<file path="src/rtl/eus_pkg.sv">
// Constants shared by the extended serial data path.
// Assumes AXI4-Lite register access with 32-bit data on one clock.
package eus_pkg;
	localparam int ADDR_W = 5;
	localparam int CHAR_W = 17;
	localparam int BITS_W = 5;
	// Register byte addresses
	localparam logic [ADDR_W-1:0] ADDR_DATA_LOW = 5'h00;
	localparam logic [ADDR_W-1:0] ADDR_DATA_HIGH = 5'h04;
	localparam logic [ADDR_W-1:0] ADDR_CHAR_SIZE = 5'h08;
	localparam logic [ADDR_W-1:0] ADDR_STATUS_A = 5'h0C;
	localparam logic [ADDR_W-1:0] ADDR_CONTROL = 5'h10;
	localparam logic [ADDR_W-1:0] ADDR_EXT_STATUS_C = 5'h14;
	// Reset values
	localparam logic [7:0] CHAR_SIZE_RESET = 8'h33;
	localparam logic [7:0] BYTE_ZERO = 8'h00;
	// Character size field positions
	localparam int TXS_MSB = 7;
	localparam int TXS_LSB = 4;
	localparam int RXS_MSB = 3;
	localparam int RXS_LSB = 0;
	// Control register bits
	localparam int CTL_MANCH = 0;
	localparam int CTL_PAR_LSB = 1;
	localparam int CTL_PAR_MSB = 2;
	localparam int CTL_TX_NINTH = 3;
	localparam int CTL_RX_NINTH = 4;
	// Standard status A bits
	localparam int STA_RXC = 7;
	localparam int STA_TXE = 5;
	localparam int STA_FE = 4;
	localparam int STA_DOR = 3;
	localparam int STA_PE = 2;
	// Extended status C bits
	localparam int EXC_FEM = 3;
	localparam int EXC_LONG = 2;
	// Size codes
	localparam int SZ_WIDE_BIT = 3;
	localparam logic [3:0] SZ_NINE = 4'h7;
	localparam logic [3:0] SZ_AUTO = 4'hE;
	localparam logic [3:0] SZ_SEVENTEEN = 4'hF;
	localparam logic [BITS_W-1:0] BITS_SHORT_BASE = 5'h05;
	localparam logic [BITS_W-1:0] BITS_WIDE_BASE = 5'h0D;
	localparam logic [BITS_W-1:0] BITS_NINE = 5'h09;
	localparam logic [BITS_W-1:0] BITS_AUTO = 5'h10;
	localparam logic [BITS_W-1:0] BITS_SEVENTEEN = 5'h11;
	localparam logic [BITS_W-1:0] BITS_BYTE = 5'h08;
	localparam logic [CHAR_W-1:0] MASK_FULL = 17'h1FFFF;
	localparam logic [CHAR_W-1:0] MASK_ONE = 17'h00001;
	// Parity mode, upper bit enables, lower bit selects odd
	localparam logic [1:0] PAR_NONE = 2'h0;
	// AXI responses
	localparam logic [1:0] RESP_OKAY = 2'h0;
	localparam logic [1:0] RESP_SLVERR = 2'h2;
endpackage

</file>
<file path="src/rtl/eus_size_if.sv">
// Carries a character size code and its decoded length and mask.
// Assumes one decoder and one user per instance.
`timescale 1ns/1ps
`default_nettype none
interface eus_size_if;
	logic [3:0] code;
	logic [eus_pkg::BITS_W-1:0] nbits;
	logic [eus_pkg::CHAR_W-1:0] mask;
	logic auto_len;
	modport dec (input code, output nbits, output mask, output auto_len);
	modport user (output code, input nbits, input mask, input auto_len);
endinterface
`default_nettype wire

</file>
<file path="src/rtl/eus_data_path.sv">
// Register file and character data path of the extended serial unit.
// Assumes a shifter on the same clock delivers and accepts whole characters.
//
// Implementation choices: the AXI4-Lite register port and the address map.
`timescale 1ns/1ps
`default_nettype none
module eus_data_path (
	input wire logic aclk,
	input wire logic aresetn,
	input wire logic [eus_pkg::ADDR_W-1:0] awaddr,
	input wire logic awvalid,
	output logic awready,
	input wire logic [31:0] wdata,
	input wire logic [3:0] wstrb,
	input wire logic wvalid,
	output logic wready,
	output logic [1:0] bresp,
	output logic bvalid,
	input wire logic bready,
	input wire logic [eus_pkg::ADDR_W-1:0] araddr,
	input wire logic arvalid,
	output logic arready,
	output logic [31:0] rdata,
	output logic [1:0] rresp,
	output logic rvalid,
	input wire logic rready,
	input wire logic rx_char_valid,
	input wire logic [eus_pkg::CHAR_W-1:0] rx_char_raw,
	input wire logic rx_parity_bit,
	input wire logic rx_frame_err,
	input wire logic rx_manch_err,
	input wire logic rx_long_seen,
	input wire logic tx_ready,
	output logic tx_valid,
	output logic [eus_pkg::CHAR_W-1:0] tx_char,
	output logic [eus_pkg::BITS_W-1:0] tx_char_bits,
	output logic [1:0] tx_parity_mode,
	output logic manchester_select,
	output logic [eus_pkg::BITS_W-1:0] rx_char_bits,
	output logic rx_auto_len
);
	// Bus slave state
	logic aw_held_r, w_held_r, bvalid_r, awready_r, wready_r, arready_r, rvalid_r;
	logic [eus_pkg::ADDR_W-1:0] waddr_r;
	logic [7:0] wbyte_r;
	logic wlane_r;
	logic [1:0] bresp_r, rresp_r;
	logic [31:0] rdata_r;
	// Registers
	logic [7:0] char_size_config_r, tx_high_r, rx_low_r, rx_high_r;
	logic manch_r, tx_ninth_r, rx_ninth_r;
	logic [1:0] par_mode_r;
	logic rxc_r, fe_r, dor_r, pe_r, fem_r, long_r;
	logic tx_valid_r;
	logic [eus_pkg::CHAR_W-1:0] tx_char_r;
	logic [eus_pkg::BITS_W-1:0] tx_bits_r, rx_bits_r;
	logic rx_auto_r;
	logic [1:0] tx_par_r;

	// Bus decode
	logic aw_take, w_take, aw_held_nxt, w_held_nxt, do_write, bvalid_nxt;
	logic ar_take, rvalid_nxt, wr_hit, rd_hit;
	logic wr_low, wr_high, wr_size, wr_ctl;
	logic rd_low;
	logic [31:0] rd_val;

	assign aw_take = awvalid && awready_r;
	assign w_take = wvalid && wready_r;
	assign aw_held_nxt = (aw_held_r || aw_take) && !do_write;
	assign w_held_nxt = (w_held_r || w_take) && !do_write;
	assign do_write = aw_held_r && w_held_r && !bvalid_r;
	assign bvalid_nxt = do_write || (bvalid_r && !bready);
	assign ar_take = arvalid && arready_r;
	assign rvalid_nxt = ar_take || (rvalid_r && !rready);

	assign wr_hit = (waddr_r == eus_pkg::ADDR_DATA_LOW) || (waddr_r == eus_pkg::ADDR_DATA_HIGH)
		|| (waddr_r == eus_pkg::ADDR_CHAR_SIZE) || (waddr_r == eus_pkg::ADDR_CONTROL)
		|| (waddr_r == eus_pkg::ADDR_STATUS_A) || (waddr_r == eus_pkg::ADDR_EXT_STATUS_C);
	assign wr_low = do_write && wlane_r && (waddr_r == eus_pkg::ADDR_DATA_LOW);
	assign wr_high = do_write && wlane_r && (waddr_r == eus_pkg::ADDR_DATA_HIGH);
	assign wr_size = do_write && wlane_r && (waddr_r == eus_pkg::ADDR_CHAR_SIZE);
	assign wr_ctl = do_write && wlane_r && (waddr_r == eus_pkg::ADDR_CONTROL);
	assign rd_hit = (araddr == eus_pkg::ADDR_DATA_LOW) || (araddr == eus_pkg::ADDR_DATA_HIGH)
		|| (araddr == eus_pkg::ADDR_CHAR_SIZE) || (araddr == eus_pkg::ADDR_CONTROL)
		|| (araddr == eus_pkg::ADDR_STATUS_A) || (araddr == eus_pkg::ADDR_EXT_STATUS_C);
	assign rd_low = ar_take && (araddr == eus_pkg::ADDR_DATA_LOW);

	// Size decoders for both directions
	eus_size_if tx_sz ();
	eus_size_if rx_sz ();
	eus_size_dec u_tx_dec (
		.sz(tx_sz.dec)
	);
	eus_size_dec u_rx_dec (
		.sz(rx_sz.dec)
	);
	// Transmit field [7:4], receive field [3:0]
	assign tx_sz.code = char_size_config_r[eus_pkg::TXS_MSB:eus_pkg::TXS_LSB];

	logic [eus_pkg::CHAR_W-1:0] rx_data;
	logic rx_par_err, rx_long;
	eus_rx_map u_rx_map (
		.sz(rx_sz.user),
		.size_code(char_size_config_r[eus_pkg::RXS_MSB:eus_pkg::RXS_LSB]),
		.raw(rx_char_raw),
		.parity_bit(rx_parity_bit),
		.parity_mode(par_mode_r),
		.manch(manch_r),
		.long_seen(rx_long_seen),
		.data(rx_data),
		.parity_err(rx_par_err),
		.long_frame(rx_long)
	);

	// Receive buffer: a read of the low byte frees it, arrival wins over the clear
	logic rx_load, rx_lost, rx_free;
	assign rx_free = !rxc_r || rd_low;
	assign rx_load = rx_char_valid && rx_free;
	assign rx_lost = rx_char_valid && !rx_free;

	// Transmit character assembly; unused bits are dropped by the mask
	logic [eus_pkg::CHAR_W-1:0] tx_asm;
	logic tx_sev;
	assign tx_sev = (tx_sz.nbits == eus_pkg::BITS_SEVENTEEN);
	assign tx_asm = {tx_ninth_r && tx_sev, tx_high_r, wbyte_r} & tx_sz.mask;

	// Read mux
	always_comb begin
		rd_val = 32'h00000000;
		if (araddr == eus_pkg::ADDR_DATA_LOW) begin
			rd_val[7:0] = rx_low_r;
		end else if (araddr == eus_pkg::ADDR_DATA_HIGH) begin
			rd_val[7:0] = rx_high_r;
		end else if (araddr == eus_pkg::ADDR_CHAR_SIZE) begin
			rd_val[7:0] = char_size_config_r;
		end else if (araddr == eus_pkg::ADDR_STATUS_A) begin
			rd_val[eus_pkg::STA_RXC] = rxc_r;
			rd_val[eus_pkg::STA_TXE] = !tx_valid_r;
			rd_val[eus_pkg::STA_FE] = fe_r;
			rd_val[eus_pkg::STA_DOR] = dor_r;
			rd_val[eus_pkg::STA_PE] = pe_r;
		end else if (araddr == eus_pkg::ADDR_CONTROL) begin
			rd_val[eus_pkg::CTL_MANCH] = manch_r;
			rd_val[eus_pkg::CTL_PAR_MSB:eus_pkg::CTL_PAR_LSB] = par_mode_r;
			rd_val[eus_pkg::CTL_TX_NINTH] = tx_ninth_r;
			rd_val[eus_pkg::CTL_RX_NINTH] = rx_ninth_r;
		end else if (araddr == eus_pkg::ADDR_EXT_STATUS_C) begin
			rd_val[eus_pkg::EXC_FEM] = fem_r;
			rd_val[eus_pkg::EXC_LONG] = long_r;
		end
	end

	// Bus handshake registers
	always_ff @(posedge aclk) begin
		if (!aresetn) begin
			aw_held_r <= 1'b0;
			w_held_r <= 1'b0;
			awready_r <= 1'b0;
			wready_r <= 1'b0;
			bvalid_r <= 1'b0;
			bresp_r <= eus_pkg::RESP_OKAY;
			waddr_r <= eus_pkg::ADDR_DATA_LOW;
			wbyte_r <= eus_pkg::BYTE_ZERO;
			wlane_r <= 1'b0;
			arready_r <= 1'b0;
			rvalid_r <= 1'b0;
			rdata_r <= 32'h00000000;
			rresp_r <= eus_pkg::RESP_OKAY;
		end else begin
			aw_held_r <= aw_held_nxt;
			w_held_r <= w_held_nxt;
			awready_r <= !aw_held_nxt && !bvalid_nxt;
			wready_r <= !w_held_nxt && !bvalid_nxt;
			bvalid_r <= bvalid_nxt;
			arready_r <= !rvalid_nxt;
			rvalid_r <= rvalid_nxt;
			if (aw_take) begin
				waddr_r <= awaddr;
			end
			if (w_take) begin
				wbyte_r <= wdata[7:0];
				wlane_r <= wstrb[0];
			end
			if (do_write) begin
				bresp_r <= wr_hit ? eus_pkg::RESP_OKAY : eus_pkg::RESP_SLVERR;
			end
			if (ar_take) begin
				rdata_r <= rd_val;
				rresp_r <= rd_hit ? eus_pkg::RESP_OKAY : eus_pkg::RESP_SLVERR;
			end
		end
	end

	// Next control values, so derived outputs switch together with the control register
	logic manch_nxt;
	logic [1:0] par_mode_nxt;
	assign manch_nxt = wr_ctl ? wbyte_r[eus_pkg::CTL_MANCH] : manch_r;
	assign par_mode_nxt = wr_ctl ? wbyte_r[eus_pkg::CTL_PAR_MSB:eus_pkg::CTL_PAR_LSB]
		: par_mode_r;

	// Configuration and transmit side
	always_ff @(posedge aclk) begin
		if (!aresetn) begin
			char_size_config_r <= eus_pkg::CHAR_SIZE_RESET;
			manch_r <= 1'b0;
			par_mode_r <= eus_pkg::PAR_NONE;
			tx_ninth_r <= 1'b0;
			tx_high_r <= eus_pkg::BYTE_ZERO;
			tx_valid_r <= 1'b0;
			tx_char_r <= '0;
		end else begin
			if (wr_size) begin
				char_size_config_r <= wbyte_r;
			end
			if (wr_ctl) begin
				manch_r <= wbyte_r[eus_pkg::CTL_MANCH];
				par_mode_r <= wbyte_r[eus_pkg::CTL_PAR_MSB:eus_pkg::CTL_PAR_LSB];
				tx_ninth_r <= wbyte_r[eus_pkg::CTL_TX_NINTH];
			end
			if (wr_high) begin
				tx_high_r <= wbyte_r;
			end
			if (wr_low) begin
				tx_char_r <= tx_asm;
				tx_valid_r <= 1'b1;
			end else if (tx_ready) begin
				tx_valid_r <= 1'b0;
			end
		end
	end

	// Decoded sizes and parity toward the shifter
	always_ff @(posedge aclk) begin
		if (!aresetn) begin
			tx_bits_r <= eus_pkg::BITS_BYTE;
			rx_bits_r <= eus_pkg::BITS_BYTE;
			rx_auto_r <= 1'b0;
			tx_par_r <= eus_pkg::PAR_NONE;
		end else begin
			tx_bits_r <= tx_sz.nbits;
			rx_bits_r <= rx_sz.nbits;
			rx_auto_r <= rx_sz.auto_len && manch_nxt;
			tx_par_r <= manch_nxt ? eus_pkg::PAR_NONE : par_mode_nxt;
		end
	end

	// Receive buffer and error flags
	always_ff @(posedge aclk) begin
		if (!aresetn) begin
			rx_low_r <= eus_pkg::BYTE_ZERO;
			rx_high_r <= eus_pkg::BYTE_ZERO;
			rx_ninth_r <= 1'b0;
			rxc_r <= 1'b0;
			fe_r <= 1'b0;
			pe_r <= 1'b0;
			fem_r <= 1'b0;
			long_r <= 1'b0;
			dor_r <= 1'b0;
		end else begin
			if (rx_load) begin
				rx_low_r <= rx_data[7:0];
				rx_high_r <= rx_data[15:8];
				rx_ninth_r <= rx_data[16];
				rxc_r <= 1'b1;
				fe_r <= rx_frame_err && !manch_r;
				pe_r <= rx_par_err;
				fem_r <= rx_manch_err && manch_r;
				long_r <= rx_long;
			end else if (rd_low) begin
				rxc_r <= 1'b0;
				fe_r <= 1'b0;
				pe_r <= 1'b0;
				fem_r <= 1'b0;
				long_r <= 1'b0;
			end
			if (rx_lost) begin
				dor_r <= 1'b1;
			end else if (rd_low) begin
				dor_r <= 1'b0;
			end
		end
	end

	assign awready = awready_r;
	assign wready = wready_r;
	assign bvalid = bvalid_r;
	assign bresp = bresp_r;
	assign arready = arready_r;
	assign rvalid = rvalid_r;
	assign rdata = rdata_r;
	assign rresp = rresp_r;
	assign tx_valid = tx_valid_r;
	assign tx_char = tx_char_r;
	assign tx_char_bits = tx_bits_r;
	assign tx_parity_mode = tx_par_r;
	assign manchester_select = manch_r;
	assign rx_char_bits = rx_bits_r;
	assign rx_auto_len = rx_auto_r;
endmodule // eus_data_path
`default_nettype wire

</file>
<file path="src/rtl/eus_rx_map.sv">
// Trims a received character to its size and checks its parity.
// Assumes raw bits arrive right-aligned from the receive shifter.
`timescale 1ns/1ps
`default_nettype none
module eus_rx_map (
	eus_size_if.user sz,
	input wire logic [3:0] size_code,
	input wire logic [eus_pkg::CHAR_W-1:0] raw,
	input wire logic parity_bit,
	input wire logic [1:0] parity_mode,
	input wire logic manch,
	input wire logic long_seen,
	output logic [eus_pkg::CHAR_W-1:0] data,
	output logic parity_err,
	output logic long_frame
);
	logic take17_w;
	logic par_en_w;

	assign sz.code = size_code;
	assign long_frame = sz.auto_len && manch && long_seen;
	assign take17_w = (sz.nbits == eus_pkg::BITS_SEVENTEEN) || long_frame;
	// Unused upper bits come back as zero
	assign data = raw & (take17_w ? eus_pkg::MASK_FULL : sz.mask);
	// Parity only on level-encoded frames
	assign par_en_w = parity_mode[1] && !manch;
	assign parity_err = par_en_w && ((^data) ^ parity_bit ^ parity_mode[0]);
endmodule // eus_rx_map
`default_nettype wire

</file>
<file path="src/rtl/eus_size_dec.sv">
// Decodes a character size code into a bit count and a data mask.
// Assumes reserved codes are never programmed; they decode as 8 bits.
`timescale 1ns/1ps
`default_nettype none
module eus_size_dec (
	eus_size_if.dec sz
);
	logic [eus_pkg::BITS_W-1:0] nbits_w;
	logic [eus_pkg::CHAR_W-1:0] ones_w;

	always_comb begin
		if (sz.code == eus_pkg::SZ_SEVENTEEN) begin
			nbits_w = eus_pkg::BITS_SEVENTEEN;
		end else if (sz.code == eus_pkg::SZ_AUTO) begin
			nbits_w = eus_pkg::BITS_AUTO;
		end else if (sz.code == eus_pkg::SZ_NINE) begin
			nbits_w = eus_pkg::BITS_NINE;
		end else if (sz.code[eus_pkg::SZ_WIDE_BIT] && !sz.code[2]) begin
			nbits_w = eus_pkg::BITS_WIDE_BASE + {3'h0, sz.code[1:0]};
		end else if (!sz.code[eus_pkg::SZ_WIDE_BIT] && !sz.code[2]) begin
			nbits_w = eus_pkg::BITS_SHORT_BASE + {3'h0, sz.code[1:0]};
		end else begin
			nbits_w = eus_pkg::BITS_BYTE;
		end
	end

	assign ones_w = eus_pkg::MASK_ONE << nbits_w;
	assign sz.nbits = nbits_w;
	assign sz.mask = (nbits_w == eus_pkg::BITS_SEVENTEEN) ? eus_pkg::MASK_FULL
		: ones_w - eus_pkg::MASK_ONE;
	assign sz.auto_len = (sz.code == eus_pkg::SZ_AUTO);
endmodule // eus_size_dec
`default_nettype wire

</file>
<file path="config.mk">
export PLATFORM = sky130hd
export DESIGN_NAME = eus_data_path
export DESIGN_NICKNAME = d
export VERILOG_FILES = /design/src/rtl/eus_pkg.sv /design/src/rtl/eus_size_if.sv /design/src/rtl/eus_data_path.sv /design/src/rtl/eus_rx_map.sv /design/src/rtl/eus_size_dec.sv
export SDC_FILE = /design/constraint.sdc
export NUM_CORES = 1
export LEC_CHECK = 0
export BUFFER_PORTS_ARGS = -buffer_cell sky130_fd_sc_hd__clkbuf_2
export CELL_PAD_IN_SITES_DETAIL_PLACEMENT = 1
export CELL_PAD_IN_SITES_GLOBAL_PLACEMENT = 1
export CORE_ASPECT_RATIO = 1.2
export CORE_UTILIZATION = 38
export DETAILED_ROUTE_END_ITERATION = 10
export PLACE_DENSITY = 0.85
export SLEW_MARGIN = 10
export SYNTH_ARGS = -nofsm -noshare
export SYNTH_HDL_FRONTEND = slang
export SYNTH_SLANG_ARGS = --single-unit
</file>
<file path="constraint.sdc">
create_clock -name aclk -period 3.4 [get_ports aclk]
set_input_delay 0.17 -clock aclk [delete_from_list [all_inputs] [get_ports aclk]]
set_output_delay 0.17 -clock aclk [all_outputs]
set_load 0.02 [all_outputs]
</file>
== After elaboration in Yosys (flattened, before gate mapping) ==
Cells that the tools add are included.

* Input bits: 76
* Flip-flop bits (word level): 107

* Reductions and logical operators: 70
* Bitwise gates (word level): 5
* Add/sub/neg operators: 6
* Eq/ne operators: 18
* Shift operators: 2
* Multiplexer cells: 39

{| class="wikitable"
|+ Operators by type and width
! kind !! count
|-
| 17-bit 2-to-1 mux || 3
|-
| 5-bit 2-to-1 mux || 10
|-
| 17-bit bitwise AND || 2
|-
| 1-bit by 5-bit << shifter with 17-bit output, first input constant || 2
|-
| 17-bit by 1-bit subtractor with 17-bit output, second input constant || 2
|-
| 1-bit logical AND || 31
|-
| 5-bit equality test, second input constant || 6
|-
| 5-bit by 4-bit equality test with 1-bit output, second input constant || 4
|-
| 17-bit parity || 1
|-
| 4-bit equality test, second input constant || 4
|-
| 1-bit logical NOT || 16
|-
| 1-bit logical OR || 16
|-
| 8-bit 2-to-1 mux || 2
|-
| 1-bit 2-to-1 mux || 15
|-
| 2-bit 2-to-1 mux || 7
|-
| 4-bit by 2-bit adder with 5-bit output, first input constant || 2
|-
| 5-bit by 3-bit equality test with 1-bit output, second input constant || 2
|-
| 5-bit logical NOT || 2
|-
| 3-bit by 2-bit adder with 4-bit output, first input constant || 2
|-
| 4-bit by 3-bit equality test with 1-bit output, second input constant || 2
|-
| 6-bit 2-to-1 mux || 1
|-
| 2-bit nonzero test || 3
|-
| 3-bit 2-to-1 mux || 1
|-
| 2-bit OR reduction || 1
|-
| other kinds (2) || 3
|}

== Depth between registers and ports, before layout ==
* Depth in word-level cells: 17
* Depth in mapped cells: 12

== Cells and area by module ==
From an unflattened synthesis, not the netlist that was laid out.

* Cells, all modules: 738
* Area total of the unflattened synthesis: 6074.6 um^2

{| class="wikitable"
|+ By module, submodules not included
! module !! sequential area each (um^2) !! area each (um^2) !! instances !! cells an instance
|-
| eus_data_path || 2102.0 || 4280.4 || 1 || 474
|-
| eus_rx_map || 0.0 || 758.2 || 1 || 100
|-
| eus_size_dec (u_tx_dec) || 0.0 || 530.5 || 1 || 83
|-
| eus_size_dec (u_rx_dec) || 0.0 || 505.5 || 1 || 81
|}

== Worst setup path after synthesis ==
No wires, ideal clock.

* Kind: reg2reg
* Start: register char_size_config_r[0]
* End: register pe_r
* Setup slack: 462 ps
* Library setup time: 96 ps
* Period minus slack after synthesis: 2938 ps
* Cell stages (with the launch flop): 13
* Arrival time: 2843 ps
* Cell sequence: dfxtp_1 > buf_2 > inv_1 > ha_1 > buf_2 > nor2_1 > a2bb2oi_1 > nand3_1 > xor2_1 > a21boi_0 > xnor3_1 > xnor3_1 > o41ai_2

* Longest elaborated chain between the ends: 16
* Elaborated cells between the ends (all ways): 24

{| class="wikitable"
|+ RTL lines
! element !! line !! text
|-
| start, declared || eus_data_path.sv:50 || <nowiki>logic [7:0] char_size_config_r, tx_high_r, rx_low_r, rx_high_r;</nowiki>
|-
| start signal, assigned || eus_data_path.sv:204 || <nowiki>char_size_config_r <= eus_pkg::CHAR_SIZE_RESET;</nowiki>
|-
| start signal, assigned || eus_data_path.sv:213 || <nowiki>char_size_config_r <= wbyte_r;</nowiki>
|-
| 3-bit by 2-bit adder with 4-bit output || eus_size_dec.sv:21 || <nowiki>nbits_w = eus_pkg::BITS_SHORT_BASE + {3'h0, sz.code[1:0]};</nowiki>
|-
| 5-bit 2-to-1 mux || eus_size_dec.sv:20 || <nowiki>end else if (!sz.code[eus_pkg::SZ_WIDE_BIT] && !sz.code[2]) begin</nowiki>
|-
| 5-bit 2-to-1 mux || eus_size_dec.sv:18 || <nowiki>end else if (sz.code[eus_pkg::SZ_WIDE_BIT] && !sz.code[2]) begin</nowiki>
|-
| 5-bit 2-to-1 mux || eus_size_dec.sv:16 || <nowiki>end else if (sz.code == eus_pkg::SZ_NINE) begin</nowiki>
|-
| 5-bit 2-to-1 mux || eus_size_dec.sv:14 || <nowiki>end else if (sz.code == eus_pkg::SZ_AUTO) begin</nowiki>
|-
| 5-bit 2-to-1 mux || eus_size_dec.sv:12 || <nowiki>if (sz.code == eus_pkg::SZ_SEVENTEEN) begin</nowiki>
|-
| 1-bit by 5-bit << shifter with 17-bit output || eus_size_dec.sv:27 || <nowiki>assign ones_w = eus_pkg::MASK_ONE << nbits_w;</nowiki>
|-
| 17-bit by 1-bit subtractor with 17-bit output || eus_size_dec.sv:30 || <nowiki>: ones_w - eus_pkg::MASK_ONE;</nowiki>
|-
| 17-bit 2-to-1 mux || eus_size_dec.sv:29 || <nowiki>assign sz.mask = (nbits_w == eus_pkg::BITS_SEVENTEEN) ? eus_pkg::MASK_FULL</nowiki>
|-
| 17-bit 2-to-1 mux * || eus_rx_map.sv:24 || <nowiki>assign data = raw & (take17_w ? eus_pkg::MASK_FULL : sz.mask);</nowiki>
|-
| 17-bit bitwise AND * || eus_rx_map.sv:24 ||
|-
| 17-bit parity * || eus_rx_map.sv:27 || <nowiki>assign parity_err = par_en_w && ((^data) ^ parity_bit ^ parity_mode[0]);</nowiki>
|-
| 1-bit XOR * (2 in series) || eus_rx_map.sv:27 ||
|-
| 1-bit logical AND * || eus_rx_map.sv:27 ||
|-
| 1-bit 2-to-1 mux * || eus_data_path.sv:260 || <nowiki>if (rx_load) begin</nowiki>
|-
| end signal, assigned || eus_data_path.sv:266 || <nowiki>pe_r <= rx_par_err;</nowiki>
|-
| end, declared || eus_data_path.sv:53 || <nowiki>logic rxc_r, fe_r, dor_r, pe_r, fem_r, long_r;</nowiki>
|}

Every way passes the cells marked *; elsewhere a longest branch is shown, timed or not.
A chain may end at the register's enable or synchronous reset.

== Worst setup path after layout ==
Same ends and word-level chain as after synthesis.

==> impl_metrics.yaml <==
die:
  die_w_um: 110
  num_rows: 46
  initial_core_util_pct: 39.6
  io_pins: 149
  die-area_mm2: 0.0145
  core-area_mm2: 0.0134
  die_h_um: 132
synthesis:
  yosysUniqueCellTypes: 62
  ys_async_sr_fraction_pct: 0
  synth-seq-cells: 105
  synth_top_family_by_area: "simple AND/OR/NAND/NOR gates"
  synth-edff-count: 0
  syn-cell-area_mm2: 0.00531
  ys.flop_type: "dfxtp_1"
  synthAdderAreaFrac_pct: 1.41
  synth_compound_gate_area_share_pct: 19.2
  synth-xor-area-share_pct: 3.89
  synth_mux_area_share_pct: 4.52
  synth-simple-area-share_pct: 23.9
  syn_avg_cell_area_um2: 8.43
  ys_seq_area_share_pct: 39.6
  synth_cells: 630
  yosys_warnings: 0
worst_setup_path:
  critPathBufInv: 1
  critPathTopFamily: "XOR/XNOR gates"
  cpMaxStageDelayCell: "ha_1"
  reg2reg_from: "char_size_config_r[0]$_SDFFE_PN1P_"
  cp.required_ns: 3.65
  crit_top_cell: "xnor3_1"
  path_max_fanout: 7
  setup.worst_path.end: "pe_r$_SDFFE_PN0P_"
  r2r_end: "pe_r$_SDFFE_PN0P_"
  r2r_cells: 10
  crit_type: "reg -> reg"
  rrSetupSlack_ns: 0.37
  worstSetupStartpoint: "char_size_config_r[0]$_SDFFE_PN1P_"
  critPathCaptureType: "flop"
  cp.depth: 10
  worstPathArrival_ns: 3.28
  crit_chain: "inv_1, ha_1, nor2_1, a2bb2oi_1, nand3_1, xor2_1, a21boi_0, xnor3_1, xnor3_1, o41ai_2"
  startpoint_type: "flop"
  max_stage_delay_ns: 0.39
grt:
  overflow: 0
  grt_util_all_layers_pct: 21.2
  antenna_found_initial: 0
  grt_pass1_wl_um: 23700
  grt_max_degree: 53
  grt_pass1_vias: 4670
routing:
  viasPerCell: 5.32
  drt.antenna.violating_nets: 0
  vias: 4701
  drt-pass1-iter-count: 4
  wl_um: 14900
  wire_per_inst_um: 16.8
  drcViolationCount: 0
  drt_iter0_markers: 272
finish:
  utilization_pct: 45.7
  multi_input_area_mm2: 0.00293
  layout_common_cells: "105 x dfxtp_1, 104 x nand2_1, 95 x clkbuf_2"
  area_delta_synth_final_pct: 15.4
  n_antenna_cell: 0
  layout-drive-gt1-share_pct: 19.0
  seqCellArea_mm2: 0.00210
  final_common_cell: "dfxtp_1"
  final_net_count: 793
  n_fill_cell: 1657
  final_cells: 884
  design_area_mm2: 0.00613
pwr:
  power.density_mw_per_mm2: 410
  ir_worst_vdd_uv: 215
  total_power_mw: 2.52
  p_leak_nw: 2.53
outcome:
  outcome: "completed"
cts:
  post_cts_buffers: 0
  clock_path_buffers: 2
  cts_inserted_buffers: 9
  clock_latency_ns: 0.35
  cts-root-buf: "clkbuf_16"
  cts_tree: "done"
  cts_hold_buf: 0
  post_cts_resized: 0
  clk_pin_slew_ns: 0.07
  cts.sinks: 105
  htreeDepth: 3
timing:
  tns_ns: 0
  hold_viol: 0
  setup_viol: 0
  tightest_slew_ns: 0.875
  fin_crit_ns: 3.03
  setup_ws_ns: 0.369
  fin_hold_ws_ns: 0.0543
  relSlewSlack_pct: 41.7
  skew_ns: 0.00850
  timing.final.crit_share_pct: 89.2
  rsz0062_at_grt: "false"
  drv_slew: 0
  max_freq_ghz: 0.330
place:
  dp_slack_ns: 0.388
  numPortBuffers: 95
  placed_area_mm2: 0.00586
  dpl.cell_count: 868
  gp_congestion: 0.849
  dp_hpwl_um: 11000
worst_hold_path:
  hold_depth: 3
  hold_class: "in -> reg"
job:
  cap_violations: 0
==> flip-flops by register name, indices dropped and copies added, names as in the netlist, 2 cells and up <==
register	count
tx_char_bits	5
rx_high_r	8
tx_char	17
waddr_r	5
rx_low_r	8
wbyte_r	8
tx_parity_mode	2
char_size_config_r	8
par_mode_r	2
rdata	8
rx_char_bits	5
tx_high_r	8
==> final cells by class <==
type	instances	area share, %
multi-input cells	478	47.7
flip-flops and latches	105	34.3
repair buffers	108	9.55
clock buffers	12	4.02
well taps	168	3.43
inverters	9	0.551
clock inverters	4	0.449
==> cell families (layout without fill, tap and decap cells) <==
kind of cell / count (synthesis) / after routing
AO/OA/AOI/OAI: 146 / 146
XOR/XNOR: 18 / 18
adder cells (fa/ha/maj): 6 / 6
buffers and inverters: 75 / 133
flip-flops: 105 / 105
multiplexers: 24 / 24
other: 2 / 30
AND/OR/NAND/NOR: 254 / 254
==> layer usage <==
| layer | GRT usage (%) | share of wire (%) | up-vias |
|---|---|---|---|
| met2 | 35.9 | 50 | 137 |
| met1 | 26.3 | 43 | 2266 |
| met4 | 8.30 | 1.8 | 0 |
| li1 | - | - | 2284 |
| met5 | 0 | 0 | - |
| met3 | 3.22 | 4.4 | 14 |
==> worst min-delay path: cells and delay by family <==
kind | cells | cell delay [ns]
buf+inv | 1 | 0.08
compound gates | 1 | 0.06
simple gates | 1 | 0.04
==> where the power goes <==
part / leakage (nW) / internal [mW] / switching [mW]
registers: 0.852 / 1.26 / 0.0270
clock network: 0.137 / 0.519 / 0.462
logic: 1.54 / 0.102 / 0.149
==> how the worst min path moves through the flow <==
stage	endpoint	slack, ns	start
global placement	wbyte_r[3]$_SDFFE_PN0P_	0.42	wdata[3]
floorplan	rxc_r$_SDFFE_PN0P_	0.31	rx_char_valid
global route	wbyte_r[3]$_SDFFE_PN0P_	0.06	wdata[3]
detailed placement	wbyte_r[0]$_SDFFE_PN0P_	0.43	wdata[0]
finish	wbyte_r[0]$_SDFFE_PN0P_	0.05	wdata[0]
CTS	wbyte_r[0]$_SDFFE_PN0P_	0.05	wdata[0]
==> cell usage after synthesis (10+ instances only) <==
cell	n	area, µm²
clkbuf_1	33	124
a21oi_1	20	100
nand2b_1	10	62.6
buf_4	26	195
nor2b_1	26	163
nor3_1	10	50.1
nand2_1	104	390
a21boi_0	42	315
dfxtp_1	105	2100
nand3_1	23	115
mux2i_1	24	240
and2_1	16	100
nor2_1	29	109
o21ai_0	31	155
Power figures use the tool's default switching activity.
